`config.mk`:
```
export PLATFORM = sky130hd
export DESIGN_NAME = clm_top
export DESIGN_NICKNAME = d
export VERILOG_FILES = /design/src/clm_pkg.sv /design/src/clm_meas_if.sv /design/src/clm_discharge_timer.sv /design/src/clm_wear_counter.sv /design/src/clm_top.sv
export SDC_FILE = /design/constraint.sdc
export NUM_CORES = 2
export LEC_CHECK = 0
export BUFFER_PORTS_ARGS = -buffer_cell sky130_fd_sc_hd__buf_2
export CAP_MARGIN = 20
export CORE_MARGIN = 1
export CORE_UTILIZATION = 35
export DETAILED_ROUTE_END_ITERATION = 12
export GPL_ROUTABILITY_DRIVEN = 0
export PLACE_DENSITY = 0.62
export SETUP_SLACK_MARGIN = 0.02
export SYNTH_ARGS = -nofsm -noshare
export SYNTH_HDL_FRONTEND = slang
export SYNTH_HIERARCHICAL = 1
export SYNTH_SLANG_ARGS = --single-unit
```
`constraint.sdc`:
```
create_clock -name hclk -period 124.7 [get_ports hclk]
set_input_delay 24.94 -clock hclk [delete_from_list [all_inputs] [get_ports hclk]]
set_output_delay 24.94 -clock hclk [all_outputs]
set_load 0.05 [all_outputs]
```
`src/clm_pkg.sv`:
```
// package: constants and types for the component life monitor
// Functional notes
// - at main power loss the bus capacitor discharge is timed and turned into a capacitance.
// - in factory mode the capacitor is worn out at 85% or less of the factory value.
// - in reference mode the capacitor is worn out at 85% or less of the site reference.
// - bus capacitor on-time is summed with a capacitance weight, limit 87600 h or 61320 h.
// - board capacitor on-time is summed with a temperature weight, same two limits.
// - fan run time is summed, worn out past 87600 h or 61320 h in reduced rating mode.
// - a terminal given the wear-out role goes high while any part is worn out.
// - in reference mode, unless a reference measurement is armed, no discharge timing when the load differs too much from the reference load.
// - factory mode times the discharge only when the load equals the factory load or a reference measurement is armed.
// - with the measurement enable bit clear no discharge timing is done at all.
// - a reference measurement stores the load present during it.
// - bus capacitor on-time reads back as elapsed hours and hours remaining.
// - the result reads back as a percentage of the comparison capacitance.
// - a measurement starts by itself at power loss and shows busy until done.
// - a failed reference measurement writes the failure code into both capacitance words.
// - both capacitance words at the start code arm a reference measurement.
`default_nettype none
package clm_pkg;
  localparam int unsigned CLK_HZ       = 25_000_000;
  localparam int unsigned SEC_PER_HOUR = 3600;
  localparam logic [63:0] HOUR_CYC     = 64'(CLK_HZ) * 64'(SEC_PER_HOUR);
  localparam int unsigned DIS_TMO_MS   = 600;
  localparam logic [23:0] DIS_TMO_CYC  = 24'(CLK_HZ / 1000 * DIS_TMO_MS);
  localparam int unsigned LIFE_STD_H   = 87600;
  localparam int unsigned LIFE_ND_H    = 61320;
  localparam int unsigned W_UNIT       = 16;
  localparam logic [23:0] LIM_STD      = 24'(LIFE_STD_H * W_UNIT);
  localparam logic [23:0] LIM_ND       = 24'(LIFE_ND_H * W_UNIT);
  localparam logic [7:0]  W_NOM        = 8'(W_UNIT);
  localparam logic [7:0]  W_MID        = 8'h14;
  localparam logic [7:0]  W_HI         = 8'h18;
  localparam logic [7:0]  W_2X         = 8'h20;
  localparam logic [7:0]  W_4X         = 8'h40;
  localparam logic [7:0]  TEMP_T1      = 8'h28;
  localparam logic [7:0]  TEMP_T2      = 8'h32;
  localparam logic [15:0] PCT_FULL     = 16'h0064;
  localparam logic [15:0] PCT_EOL      = 16'h0055;
  localparam logic [15:0] PCT_95       = 16'h005f;
  localparam logic [15:0] PCT_90       = 16'h005a;
  localparam logic [15:0] CAP_START    = 16'h0000;
  localparam logic [15:0] CAP_FAIL     = 16'h0001;
  localparam logic [15:0] CAP_MIN      = 16'h0002;
  localparam logic [7:0]  FACTORY_LOAD = 8'h00;
  localparam logic [7:0]  LOAD_TOL     = 8'h08;
  localparam logic [7:0]  ROLE_LIFE    = 8'h1e;
  localparam logic [7:0]  OFF_CFG      = 8'h00;
  localparam logic [7:0]  OFF_CAP      = 8'h04;
  localparam logic [7:0]  OFF_INIT     = 8'h08;
  localparam logic [7:0]  OFF_FCAP     = 8'h0c;
  localparam logic [7:0]  OFF_ROLES    = 8'h10;
  localparam logic [7:0]  OFF_BUSH     = 8'h14;
  localparam logic [7:0]  OFF_BUSR     = 8'h18;
  localparam logic [7:0]  OFF_BRDH     = 8'h1c;
  localparam logic [7:0]  OFF_FANH     = 8'h20;
  localparam logic [7:0]  OFF_RATIO    = 8'h24;
  localparam logic [7:0]  OFF_STAT     = 8'h28;
  localparam logic [7:0]  OFF_ISTS     = 8'h2c;
  localparam logic [7:0]  OFF_IMSK     = 8'h30;
  localparam int unsigned CFG_THR_BIT  = 3;
  localparam int unsigned CFG_MEAS_BIT = 4;
  localparam int unsigned CFG_ND_BIT   = 8;
  localparam logic [31:0] CFG_MASK     = 32'h0000_0118;
  localparam logic [31:0] CFG_RST      = 32'h0000_0010;
  localparam int unsigned IRQ_DONE     = 0;
  localparam int unsigned IRQ_FAIL     = 1;
  localparam int unsigned IRQ_SKIP     = 2;
  localparam int unsigned IRQ_LIFE     = 3;
  localparam int unsigned IRQ_W        = 4;
  localparam logic [2:0]  SIZE_WORD    = 3'h2;
  typedef enum logic [0:0] {
    ST_IDLE = 1'b0,
    ST_MEAS = 1'b1
  } clm_st_t;
endpackage
`default_nettype wire

```
`src/clm_meas_if.sv`:
```
// interface: discharge timer handshake
`timescale 1ns/100ps
`default_nettype none
interface clm_meas_if;
  logic        start;
  logic        below;
  logic        done;
  logic        fail;
  logic [15:0] value;
  modport ctrl  (output start, output below, input done, input fail, input value);
  modport timer (input start, input below, output done, output fail, output value);
endinterface
`default_nettype wire

```
`src/clm_discharge_timer.sv`:
```
// module: times the bus capacitor discharge after power loss
`timescale 1ns/100ps
`default_nettype none
module clm_discharge_timer
  import clm_pkg::*;
#(
  parameter logic [23:0] TMO = DIS_TMO_CYC
) (
  input wire logic  clk,
  input wire logic  rst_n,
  clm_meas_if.timer m
);
  typedef struct packed {
    logic        run;
    logic [23:0] cnt;
    logic        done;
    logic        fail;
    logic [15:0] value;
  } clm_tmr_t;
  clm_tmr_t r_reg;
  clm_tmr_t r_next;

  // count cycles until the bus is discharged
  always_comb begin
    r_next = r_reg;
    r_next.done = 1'b0;
    r_next.fail = 1'b0;
    if (m.start) begin
      r_next.run = 1'b1;
      r_next.cnt = 24'h0;
    end else if (r_reg.run) begin
      if (m.below) begin
        r_next.run   = 1'b0;
        r_next.done  = 1'b1;
        r_next.value = r_reg.cnt[23:8]; // capacitance in 256-cycle units
        r_next.fail  = (r_reg.cnt[23:8] < CAP_MIN); // would alias the codes
      end else if (r_reg.cnt >= TMO) begin
        r_next.run  = 1'b0;
        r_next.done = 1'b1;
        r_next.fail = 1'b1;
      end else begin
        r_next.cnt = r_reg.cnt + 24'h1;
      end
    end
  end

  always_ff @(posedge clk or negedge rst_n) begin
    if (!rst_n) begin
      r_reg <= '0;
    end else begin
      r_reg <= r_next;
    end
  end

  assign m.done  = r_reg.done;
  assign m.fail  = r_reg.fail;
  assign m.value = r_reg.value;
endmodule // clm_discharge_timer
`default_nettype wire

```
`src/clm_wear_counter.sv`:
```
// module: weighted saturating wear counter in sixteenths of an hour
`timescale 1ns/100ps
`default_nettype none
module clm_wear_counter (
  input  wire logic        clk,
  input  wire logic        rst_n,
  input  wire logic        tick,
  input  wire logic        run,
  input  wire logic [7:0]  weight,
  input  wire logic [23:0] limit,
  input  wire logic        load,
  input  wire logic [23:0] load_val,
  output logic      [23:0] acc,
  output logic             eol
);
  typedef struct packed {
    logic [23:0] acc;
  } clm_wc_t;
  clm_wc_t     r_reg;
  clm_wc_t     r_next;
  logic [24:0] sum;

  // software preload restores a saved count
  always_comb begin
    r_next = r_reg;
    sum = {1'b0, r_reg.acc} + {17'h0, weight};
    if (load) begin
      r_next.acc = load_val;
    end else if (tick && run) begin
      r_next.acc = sum[24] ? 24'hffffff : sum[23:0];
    end
  end

  always_ff @(posedge clk or negedge rst_n) begin
    if (!rst_n) begin
      r_reg <= '0;
    end else begin
      r_reg <= r_next;
    end
  end

  assign acc = r_reg.acc;
  assign eol = (r_reg.acc > limit); // strictly beyond the limit
endmodule // clm_wear_counter
`default_nettype wire

```
`src/clm_top.sv`:
```
// module: component life monitor with ahb-lite register slave
`timescale 1ns/100ps
`default_nettype none
module clm_top
  import clm_pkg::*;
#(
  parameter logic [36:0] HOUR_CYCLES = HOUR_CYC[36:0],
  parameter logic [23:0] DIS_TMO     = DIS_TMO_CYC
) (
  input  wire logic        hclk,
  input  wire logic        hresetn,
  input  wire logic        hsel,
  input  wire logic [31:0] haddr,
  input  wire logic [1:0]  htrans,
  input  wire logic        hwrite,
  input  wire logic [2:0]  hsize,
  input  wire logic [31:0] hwdata,
  input  wire logic        hready,
  output logic             hreadyout,
  output logic             hresp,
  output logic      [31:0] hrdata,
  input  wire logic        main_power_ok,
  input  wire logic        bus_voltage_on,
  input  wire logic        fan_running,
  input  wire logic        bus_discharged,
  input  wire logic [7:0]  load_level,
  input  wire logic [7:0]  ambient_temp,
  output logic             display_busy,
  output logic      [2:0]  out_terminal,
  output logic             irq
);
  typedef struct packed {
    logic [1:0]       s_main;
    logic [1:0]       s_bus;
    logic [1:0]       s_fan;
    logic [1:0]       s_dis;
    logic [7:0]       ld1;
    logic [7:0]       ld2;
    logic [7:0]       tp1;
    logic [7:0]       tp2;
    logic             main_prev;
    logic             ap_v;
    logic             ap_w;
    logic [7:0]       ap_a;
    logic [31:0]      rdata;
    logic             rdy;
    logic             resp;
    logic [31:0]      cfg;
    logic [15:0]      cap;
    logic [15:0]      init;
    logic [15:0]      fcap;
    logic [15:0]      ratio;
    logic [23:0]      roles;
    logic [7:0]       ref_load;
    logic [7:0]       meas_load;
    logic             meas_ref;
    logic             cap_eol;
    clm_st_t          st;
    logic             start;
    logic [36:0]      pre;
    logic             tick;
    logic [3:0]       life;
    logic             life_prev;
    logic [2:0]       dout;
    logic [IRQ_W-1:0] ists;
    logic [IRQ_W-1:0] imsk;
    logic             irq;
    logic             busy;
  } clm_state_t;

  clm_state_t       r_reg;
  clm_state_t       r_next;
  clm_meas_if       meas ();
  logic [23:0]      acc_bus;
  logic [23:0]      acc_brd;
  logic [23:0]      acc_fan;
  logic             eol_bus;
  logic             eol_brd;
  logic             eol_fan;
  logic [23:0]      limit;
  logic [19:0]      lim_h;
  logic [19:0]      remain;
  logic [15:0]      ref_cap;
  logic [7:0]       w_bus;
  logic [7:0]       w_brd;
  logic [7:0]       load_diff;
  logic             load_ok;
  logic             wr;
  logic             ld_bus;
  logic             ld_brd;
  logic             ld_fan;
  logic [23:0]      ld_val;
  logic             pdown;
  logic             accept;
  logic [31:0]      rd;
  logic [31:0]      pct;
  logic [31:0]      prod_ref;
  logic [IRQ_W-1:0] ev;
  logic [IRQ_W-1:0] clr;
  logic [2:0]       dout_nx;

  ////////////////////////////////////////////////////////////////////////////
  // wear counters and discharge timer

  clm_wear_counter u_bus (
    .clk      (hclk),
    .rst_n    (hresetn),
    .tick     (r_reg.tick),
    .run      (r_reg.s_bus[1]),
    .weight   (w_bus),
    .limit    (limit),
    .load     (ld_bus),
    .load_val (ld_val),
    .acc      (acc_bus),
    .eol      (eol_bus)
  );

  clm_wear_counter u_brd (
    .clk      (hclk),
    .rst_n    (hresetn),
    .tick     (r_reg.tick),
    .run      (r_reg.s_bus[1]),
    .weight   (w_brd),
    .limit    (limit),
    .load     (ld_brd),
    .load_val (ld_val),
    .acc      (acc_brd),
    .eol      (eol_brd)
  );

  clm_wear_counter u_fan (
    .clk      (hclk),
    .rst_n    (hresetn),
    .tick     (r_reg.tick),
    .run      (r_reg.s_fan[1]),
    .weight   (W_NOM),
    .limit    (limit),
    .load     (ld_fan),
    .load_val (ld_val),
    .acc      (acc_fan),
    .eol      (eol_fan)
  );

  clm_discharge_timer #(
    .TMO (DIS_TMO)
  ) u_tmr (
    .clk   (hclk),
    .rst_n (hresetn),
    .m     (meas.timer)
  );

  assign meas.start = r_reg.start;
  assign meas.below = r_reg.s_dis[1];

  ////////////////////////////////////////////////////////////////////////////
  // derived terms

  // reduced rating mode shortens every life limit
  assign limit  = r_reg.cfg[CFG_ND_BIT] ? LIM_ND : LIM_STD;
  assign lim_h  = limit[23:4];
  assign remain = (lim_h > acc_bus[23:4]) ? (lim_h - acc_bus[23:4]) : 20'h0;

  // lower capacitance ages the capacitor faster
  assign w_bus = (r_reg.ratio >= PCT_95) ? W_NOM :
                 (r_reg.ratio >= PCT_90) ? W_MID : W_HI;
  // doubles per ten degrees above nominal ambient
  assign w_brd = (r_reg.tp2 <= TEMP_T1) ? W_NOM :
                 (r_reg.tp2 <= TEMP_T2) ? W_2X : W_4X;

  // comparison base follows the threshold selection bit
  assign ref_cap = r_reg.cfg[CFG_THR_BIT] ? r_reg.init : r_reg.fcap;

  assign load_diff = (r_reg.ld2 > r_reg.ref_load) ? (r_reg.ld2 - r_reg.ref_load)
                                                  : (r_reg.ref_load - r_reg.ld2);
  // factory mode needs the exact load, reference mode a near match
  assign load_ok = r_reg.cfg[CFG_THR_BIT] ? (load_diff <= LOAD_TOL)
                                          : (r_reg.ld2 == FACTORY_LOAD);

  assign pdown  = r_reg.main_prev && !r_reg.s_main[1];
  assign accept = hsel && hready && htrans[1] && (hsize == SIZE_WORD);
  assign wr     = r_reg.ap_v && r_reg.ap_w;
  assign ld_bus = wr && (r_reg.ap_a == OFF_BUSH);
  assign ld_brd = wr && (r_reg.ap_a == OFF_BRDH);
  assign ld_fan = wr && (r_reg.ap_a == OFF_FANH);
  assign ld_val = {hwdata[19:0], 4'h0};
  assign clr    = (wr && (r_reg.ap_a == OFF_ISTS)) ? hwdata[IRQ_W-1:0] : '0;

  // result as percent of the base, guarded against code values
  assign pct      = (ref_cap >= CAP_MIN) ?
                    ((32'(meas.value) * 32'(PCT_FULL)) / {16'h0, ref_cap}) : 32'(PCT_FULL);
  assign prod_ref = 32'(ref_cap) * 32'(PCT_EOL);

  // one terminal per role word
  generate
    for (genvar i = 0; i < 3; i++) begin : g_term
      assign dout_nx[i] = (r_reg.roles[i*8 +: 8] == ROLE_LIFE) && (|r_reg.life);
    end
  endgenerate

  ////////////////////////////////////////////////////////////////////////////
  // register read mux, sampled in the address phase

  always_comb begin
    case (haddr[7:0])
      OFF_CFG:   rd = r_reg.cfg;
      OFF_CAP:   rd = {16'h0, r_reg.cap};
      OFF_INIT:  rd = {16'h0, r_reg.init};
      OFF_FCAP:  rd = {16'h0, r_reg.fcap};
      OFF_ROLES: rd = {8'h0, r_reg.roles};
      OFF_BUSH:  rd = {12'h0, acc_bus[23:4]};
      OFF_BUSR:  rd = {12'h0, remain};
      OFF_BRDH:  rd = {12'h0, acc_brd[23:4]};
      OFF_FANH:  rd = {12'h0, acc_fan[23:4]};
      OFF_RATIO: rd = {16'h0, r_reg.ratio};
      OFF_STAT:  rd = {16'h0, r_reg.ref_load, 3'h0, r_reg.busy, r_reg.life};
      OFF_ISTS:  rd = {28'h0, r_reg.ists};
      OFF_IMSK:  rd = {28'h0, r_reg.imsk};
      default:   rd = 32'h0;
    endcase
  end

  ////////////////////////////////////////////////////////////////////////////
  // next state

  always_comb begin
    r_next = r_reg;
    ev = '0;
    // pin synchronisers, first stage feeds only the second
    r_next.s_main = {r_reg.s_main[0], main_power_ok};
    r_next.s_bus  = {r_reg.s_bus[0], bus_voltage_on};
    r_next.s_fan  = {r_reg.s_fan[0], fan_running};
    r_next.s_dis  = {r_reg.s_dis[0], bus_discharged};
    r_next.ld1 = load_level;
    r_next.ld2 = r_reg.ld1;
    r_next.tp1 = ambient_temp;
    r_next.tp2 = r_reg.tp1;
    r_next.main_prev = r_reg.s_main[1];

    // hour prescaler
    r_next.tick = 1'b0;
    if (r_reg.pre >= HOUR_CYCLES - 37'h1) begin
      r_next.pre  = 37'h0;
      r_next.tick = 1'b1;
    end else begin
      r_next.pre = r_reg.pre + 37'h1;
    end

    // zero-wait slave: read data is ready in the data phase
    r_next.ap_v = accept;
    r_next.ap_w = hwrite;
    r_next.ap_a = haddr[7:0];
    if (accept && !hwrite) begin
      r_next.rdata = rd;
    end
    r_next.rdy  = 1'b1;
    r_next.resp = 1'b0;

    // register writes in the data phase
    if (wr) begin
      case (r_reg.ap_a)
        OFF_CFG:   r_next.cfg   = hwdata & CFG_MASK;
        OFF_CAP:   r_next.cap   = hwdata[15:0];
        OFF_INIT:  r_next.init  = hwdata[15:0];
        OFF_FCAP:  r_next.fcap  = hwdata[15:0];
        OFF_ROLES: r_next.roles = hwdata[23:0];
        OFF_IMSK:  r_next.imsk  = hwdata[IRQ_W-1:0];
        default:   r_next.roles = r_reg.roles;
      endcase
    end

    // measurement sequencer; power loss alone never clears stored values
    r_next.start = 1'b0;
    case (r_reg.st)
      ST_IDLE: begin
        if (pdown) begin
          if (!r_reg.cfg[CFG_MEAS_BIT]) begin
            ev[IRQ_SKIP] = 1'b1;
          end else if (r_reg.cap == CAP_START && r_reg.init == CAP_START) begin
            r_next.start     = 1'b1;
            r_next.meas_ref  = 1'b1;
            r_next.meas_load = r_reg.ld2;
            r_next.st        = ST_MEAS;
          end else if (load_ok) begin
            r_next.start    = 1'b1;
            r_next.meas_ref = 1'b0;
            r_next.st       = ST_MEAS;
          end else begin
            ev[IRQ_SKIP] = 1'b1;
          end
        end
      end
      ST_MEAS: begin
        if (meas.done) begin
          r_next.st = ST_IDLE;
          if (r_reg.meas_ref) begin
            if (meas.fail) begin
              r_next.cap  = CAP_FAIL;
              r_next.init = CAP_FAIL;
              ev[IRQ_FAIL] = 1'b1;
            end else begin
              r_next.cap      = meas.value;
              r_next.init     = meas.value;
              r_next.ref_load = r_reg.meas_load;
              r_next.ratio    = PCT_FULL;
              r_next.cap_eol  = 1'b0;
              ev[IRQ_DONE] = 1'b1;
            end
          end else if (meas.fail) begin
            ev[IRQ_FAIL] = 1'b1;
          end else begin
            r_next.cap   = meas.value;
            r_next.ratio = (|pct[31:16]) ? 16'hffff : pct[15:0];
            // at or below 85 percent of the chosen base
            r_next.cap_eol = (32'(meas.value) * 32'(PCT_FULL)) <= prod_ref;
            ev[IRQ_DONE] = 1'b1;
          end
        end
      end
      default: r_next.st = ST_IDLE;
    endcase
    r_next.busy = (r_next.st == ST_MEAS);

    // life summary and warning terminals
    r_next.life = {eol_fan, eol_brd, eol_bus, r_reg.cap_eol};
    r_next.life_prev = |r_reg.life;
    if ((|r_reg.life) && !r_reg.life_prev) begin
      ev[IRQ_LIFE] = 1'b1;
    end
    r_next.dout = dout_nx;

    // sticky status: an event in the clearing cycle wins
    r_next.ists = (r_reg.ists & ~clr) | ev;
    r_next.irq  = |(r_next.ists & r_next.imsk);
  end

  ////////////////////////////////////////////////////////////////////////////
  // state register

  always_ff @(posedge hclk or negedge hresetn) begin
    if (!hresetn) begin
      r_reg       <= '0;
      r_reg.cfg   <= CFG_RST;
      r_reg.ratio <= PCT_FULL;
      r_reg.rdy   <= 1'b1;
    end else begin
      r_reg <= r_next;
    end
  end

  assign hreadyout    = r_reg.rdy;
  assign hresp        = r_reg.resp;
  assign hrdata       = r_reg.rdata;
  assign display_busy = r_reg.busy;
  assign out_terminal = r_reg.dout;
  assign irq          = r_reg.irq;
endmodule // clm_top
`default_nettype wire

```
# Word-level counts from Yosys, hierarchy flattened
# Index checks and enable logic that the tools add are counted.
# totals
ff_bits	364
out_inout_bits	39
inputBits	94
# op_classes
muxes	71
multipliers	2
magnitude_cmp	15
addsub	8
n_bitwise	7
eq_ne	27
n_reduce_logical	42
div	1
# ops
cell	n
case mux 24 bit (13 select lines)	1
2-to-1 mux 24 bit	11
2-to-1 mux 16 bit	12
2-to-1 mux 32 bit	4
equality test 8 x 5 -> 1 bit (second input constant)	10
greater-than comparator 24 x 21 -> 1 bit	3
equality test 8 x 6 -> 1 bit (second input constant)	8
2-to-1 mux 48 bit	1
2-to-1 mux 43 bit	1
adder 37 x 1 -> 37 bit (second input constant)	1
>= comparator 37 bit (second input constant)	1
2-to-1 mux 37 bit	1
divider 23 x 16 -> 32 bit	1
equality test 8 x 4 -> 1 bit (second input constant)	4
>= comparator 16 x 7 -> 1 bit (second input constant)	2
logical NOT 16 bit	2
adder 24 x 5 -> 25 bit	1
adder 24 x 5 -> 25 bit (second input constant)	1
adder 24 x 7 -> 25 bit	1
2-to-1 mux 25 bit	1
adder 24 x 1 -> 24 bit (second input constant)	1
>= comparator 24 bit (second input constant)	1
logical NOT 8 bit	3
<= comparator 23 bit	1
34 further kinds	100

# Longest topological paths before layout
# logic_depth
depth_word	12
mapped_depth	507
ltp_nobuf	465

# By module
# The synthesis kept the hierarchy.
# modules_own_cells
mod	cells_per_inst	instances	area_each_um2	seq_area_each_um2
clm_top	4879	1	38882.3	6035.8
clm_wear_counter at u_brd ...	282	2	2318.5	600.6
clm_discharge_timer	219	1	2346.0	1076.0
clm_wear_counter at u_fan	285	1	2346.0	600.6

# Least setup slack after synthesis
# No wires, ideal clock.
# synth_path
path_type	register to register
from	register u_tmr.r_reg, in the netlist u_tmr/m.value[4]
to	register r_reg[100] (netlist name)
setup_slack_ps	30077
stages_incl_launch_ff	494
setup_ps	139
period_less_slack_ps	94623
t_arrival_ps	94484
required_time_ps	124561
path_cell_list	dfrtp_1 -> buf_4 -> ha_1 -> ha_1 -> inv_1 -> fa_1 -> inv_1 -> ha_1 -> buf_4 -> a21oi_1 -> nand2_1 -> or4_1 -> a311oi_2 -> and3b_1 -> nand4_1 -> or2_2 -> nor4_1 -> ha_1 -> (+458 left out) -> nand2_4 -> buf_6 -> nor2_1 -> a21oi_1 -> ha_1 -> a21o_1 -> a21oi_1 -> nor2b_1 -> o21ai_0 -> nand2b_1 -> a21oi_1 -> nor2b_1 -> o21ai_0 -> nand4_1 -> a21oi_1 -> o211ai_1 -> nor3_2 -> a41oi_2
# synth_between
elab_chain_cells	7
# synth_rtl
item	line	source
from (decl)	clm_discharge_timer.sv:20	clm_tmr_t r_reg;
from (signal assigned)	clm_discharge_timer.sv:51	r_reg <= r_next;
multiplier 16 x 5 -> 21 bit (*)	clm_top.sv:190	((32'(meas.value) * 32'(PCT_FULL)) / {16'h0, ref_cap}) : 32'(PCT_FULL);
divider 23 x 16 -> 32 bit (*)	clm_top.sv:190	
2-to-1 mux 32 bit (*)	clm_top.sv:189	assign pct = (ref_cap >= CAP_MIN) ?
OR reduction 16 bit	clm_top.sv:312	r_next.ratio = (|pct[31:16]) ? 16'hffff : pct[15:0];
2-to-1 mux 16 bit (*)	clm_top.sv:312	
2-to-1 mux 16 bit (*)	clm_top.sv:308	end else if (meas.fail) begin
2-to-1 mux 16 bit (*)	clm_top.sv:295	if (r_reg.meas_ref) begin
to (signal assigned)	clm_top.sv:346	r_reg <= r_next;
to (decl)	clm_top.sv:71	clm_state_t r_reg;
# Every way passes the cells marked *; elsewhere a longest branch is shown, timed or not. The select of a mux whose other input is x is not followed.
# A chain may end at the register's enable or synchronous reset.

# Worst setup path in the final report
# layout_path
from	register u_tmr.r_reg, in the netlist u_tmr/m.value[9]
to	register r_reg[100] (netlist name)
# The elaborated chain is that of the path after synthesis.

==> flow_summary.yaml <==
placement:
  placedInstanceArea_sq_mm: 0.0509
  detailed_place_hpwl_um: 117000
  port-buffer-count: 89
floorplan:
  die_width_um: 373
  dieArea_sq_mm: 0.139
  chipHeight_um: 373
  ioPinCount: 133
  fp-row-count: 135
  start_util_pct: 35.4
  floorplan.core_area_sq_mm: 0.136
final_layout:
  area.sequential_sq_mm: 0.00891
  largest_register_ffs: 188
  final_area_sq_mm: 0.0524
  syn2layout_area_growth_pct: 8.76
  combined_area_of_the_multi_input_logic_cells_sq_mm: 0.0373
  number_of_antenna_diodes: 0
  layout_fillers: 13864
  fin_nets: 6800
  share_of_layout_cells_above_drive_strength_1_pct: 10.5
  finish.utilization_pct: 38.5
worst_setup_path:
  cpPeakStageDelay_ns: 0.84
  critical_path_required_ns: 125.13
  crit_arrival_ns: 104.99
  critical-path-top-cell-by-count: "sky130_fd_sc_hd__o21a_1"
  crit_path_max_delay_cell_type: "sky130_fd_sc_hd__or2_0"
  cp_top_family: "compound AO/OA/AOI/OAI gates"
  crit_path_end_kind: "flip-flop"
  cp.buffers_inverters: 19
  crit_path_max_fanout: 38
  timing_worst_setup_path_type: "flip-flop to flip-flop"
  critPathLaunchType: "flip-flop"
yosys:
  synthDominantAreaCellType: "sky130_fd_sc_hd__dfrtp_1"
  ys_async_sr_fraction_pct: 100
  synth.top_cells.by_count: "sky130_fd_sc_hd__ha_1, sky130_fd_sc_hd__nand2_1, sky130_fd_sc_hd__nor2_1, sky130_fd_sc_hd__inv_1, sky130_fd_sc_hd__dfrtp_1"
  synth_cell_type_count: 143
  synth-edff-count: 0
  yosys.cell_count.top_type: "sky130_fd_sc_hd__ha_1"
  synthesis.instances: 5947
  synth.area.top_cells: "sky130_fd_sc_hd__dfrtp_1, sky130_fd_sc_hd__ha_1, sky130_fd_sc_hd__o21a_1"
  yosysWarningCount: 6
  synth_ff_type: "sky130_fd_sc_hd__dfrtp_1"
  yosysSeqAreaShare_pct: 18.5
  syn-mean-instance-area_sq_um: 8.11
  synth_largest_type_area_fraction_pct: 18.3
  yosys_register_bits: 356
  mappedNetlistArea_sq_mm: 0.0482
power_and_ir_drop:
  seqPwrFrac_pct: 43.4
  internal-power_mw: 0.200
  clock_network_power_share_pct: 49.8
  pwr_density_cell_mw_per_mm2: 5.20
  comb_power_share_pct: 6.9
  p_sw_mw: 0.0724
  power.switching_fraction_pct: 26.6
  totalPowerFinal_mw: 0.272
  power.leakage_nw: 25.6
  vdd.ir_drop.worst_mv: 0.00792
sta:
  unrepaired_setup_endpoints_after_global_routing: "no"
  finalHoldViolCount: 0
  layout_worst_path_cycle_share_pct: 83.8
  worst-slew-pin-transition_ns: 1.04
  worst_slew_margin_rel_pct: 30.4
  setup_violations: 0
  drv_slew: 0
  clock-skew-final_ns: 0.0283
  timing.final.crit_period_ns: 104.56
  hold_ws_ns: 0.348
  max_freq_ghz: 0.00956
  setup-tns-final_ns: 0
drt:
  drt_iter0_drc: 4052
  drtPass1Iterations: 8
  post-route-drc-count: 0
  postRouteAntennaNets: 0
  totalWireLength_um: 152000
  wl_per_cell_um: 19.4
  detail_route.vias_per_cell: 5.85
  route.vias.total: 45846
global_routing:
  maximum_number_of_pins_on_one_net_before_global_route_repair: 137
  grt_pass1_vias: 42845
  overflow: 0
  first_pass_grt_wire_length_um: 239000
  antenna_violations_before_repair: 1
  track_usage_pct: 21.0
clock_network:
  cts_hold_buf: 0
  cts_resized: 0
  cts_tree: "done"
  cts_setup_buffers: 0
  cts_num_sinks: 356
  cts_inserted_buffers: 44
  ctsRootBufferMaster: "sky130_fd_sc_hd__clkbuf_16"
  clock_latency_ns: 0.61
  htreeDepth: 2
  clk_pin_slew_ns: 0.06
  cts.path.max_buffers: 3
min_path:
  hold_path.class: "flip-flop to flip-flop"
status:
  status: "finished, final reports clean"
run:
  max_cap_violations: 0
[stage by stage]
step | std cells | worst slack (ns)
floorplan | 6035 | 30.08
global placement | 7755 | 22.48
detailed placement | 7757 | 21.66
CTS | 7838 | 21.15
global route | 7840 | 12.34
finish | 7840 | 20.14
[metal layers]
layer  GRT usage, %  share of wire (%)  vias up
met5              0                  0        -
met4           6.94                3.4        0
met3           2.53                6.2      277
met2           34.2                 45     1466
met1           28.7                 45    21819
li1               -                  -    22284
[cell usage in the layout (no fill, tap or decap), types with 30 or more instances in the layout]
master,instances
sky130_fd_sc_hd__a22o_1,47
sky130_fd_sc_hd__a21oi_1,327
sky130_fd_sc_hd__nand4_1,109
sky130_fd_sc_hd__a21o_1,108
sky130_fd_sc_hd__o21a_1,285
sky130_fd_sc_hd__buf_4,67
sky130_fd_sc_hd__o21ai_0,273
sky130_fd_sc_hd__buf_2,90
sky130_fd_sc_hd__nand2b_1,60
sky130_fd_sc_hd__nor2_1,396
sky130_fd_sc_hd__dfrtp_1,351
sky130_fd_sc_hd__mux2i_1,81
sky130_fd_sc_hd__o211ai_1,51
sky130_fd_sc_hd__xor2_1,109
sky130_fd_sc_hd__nor4_1,44
sky130_fd_sc_hd__or2_2,49
sky130_fd_sc_hd__a221oi_1,30
sky130_fd_sc_hd__or3_1,51
sky130_fd_sc_hd__inv_1,378
sky130_fd_sc_hd__xnor2_1,135
sky130_fd_sc_hd__and2_1,52
sky130_fd_sc_hd__a211oi_1,38
sky130_fd_sc_hd__and3_1,49
sky130_fd_sc_hd__o21ai_1,56
sky130_fd_sc_hd__ha_1,643
sky130_fd_sc_hd__nand2_1,514
sky130_fd_sc_hd__o31ai_1,143
sky130_fd_sc_hd__nor2b_1,65
sky130_fd_sc_hd__a31oi_1,45
sky130_fd_sc_hd__fa_1,39
sky130_fd_sc_hd__clkbuf_16,44
sky130_fd_sc_hd__o22ai_1,51
sky130_fd_sc_hd__nand3_1,134
sky130_fd_sc_hd__nor3_1,298
sky130_fd_sc_hd__conb_1,90
sky130_fd_sc_hd__mux2_2,142
[area by class of cell]
| type | instances | share of cell area [%] |
|---|---|---|
| Tap cell | 1781 | 4.25 |
| Inverter | 383 | 2.74 |
| Timing Repair Buffer | 161 | 1.97 |
| Clock buffer | 51 | 2.21 |
| Sequential cell | 356 | 17.0 |
| Multi-Input combinational cell | 5078 | 71.2 |
| Clock inverter | 30 | 0.680 |
[worst register-to-register path: cells and delay by family, from the launching register on]
family,cells,cell delay [ns]
multiplexers,3,0.86
buffers and inverters,19,3.00
adder cells (fa/ha/maj),36,11.25
AND/OR/NAND/NOR,94,23.61
flip-flops,1,0.45
AO/OA/AOI/OAI,293,65.22
[cell families (layout without fill, tap and decap cells)]
group	count (synthesis)	after routing	share of synthesized area, %
buf+inv	601	625	5.34
simple gates	2018	2018	21.4
xor+xnor	244	244	4.43
fa+ha+maj	684	684	18.3
other cells	2	90	0.0156
mux	259	259	5.88
compound gates	1783	1783	26.0
flops	356	356	18.5
[path summary, 6_finish.rpt]
| kind | start | cells after the start | slack [ns] | to |
|---|---|---|---|---|
| max in group asynchronous | hresetn | 2 | 98.94 | r_reg[167] |
| min | r_next[246] | 0 | 0.35 | r_reg[246] |
| min in group asynchronous | hresetn | 1 | 24.38 | r_reg[31] |
| max | u_tmr/m.value[9] | 445 | 20.14 | r_reg[100] |
| min reg2reg | r_next[246] | 0 | 0.35 | r_reg[246] |
| max reg2reg | u_tmr/m.value[9] | 445 | 20.14 | r_reg[100] |
[power groups by stage]
stage | clock (mW) | sequential, mW | combinational (mW)
3_5_place_dp | 0 | 0.120 | 0.0185
3_3_place_gp | 0 | 0.120 | 0.0182
4_1_cts | 0.139 | 0.118 | 0.0186
5_1_grt | 0.142 | 0.118 | 0.0209
2_1_floorplan | 0 | 0.120 | 0.0110
6_report | 0.136 | 0.118 | 0.0187
Note: power is estimated with default switching activity, not from simulation.
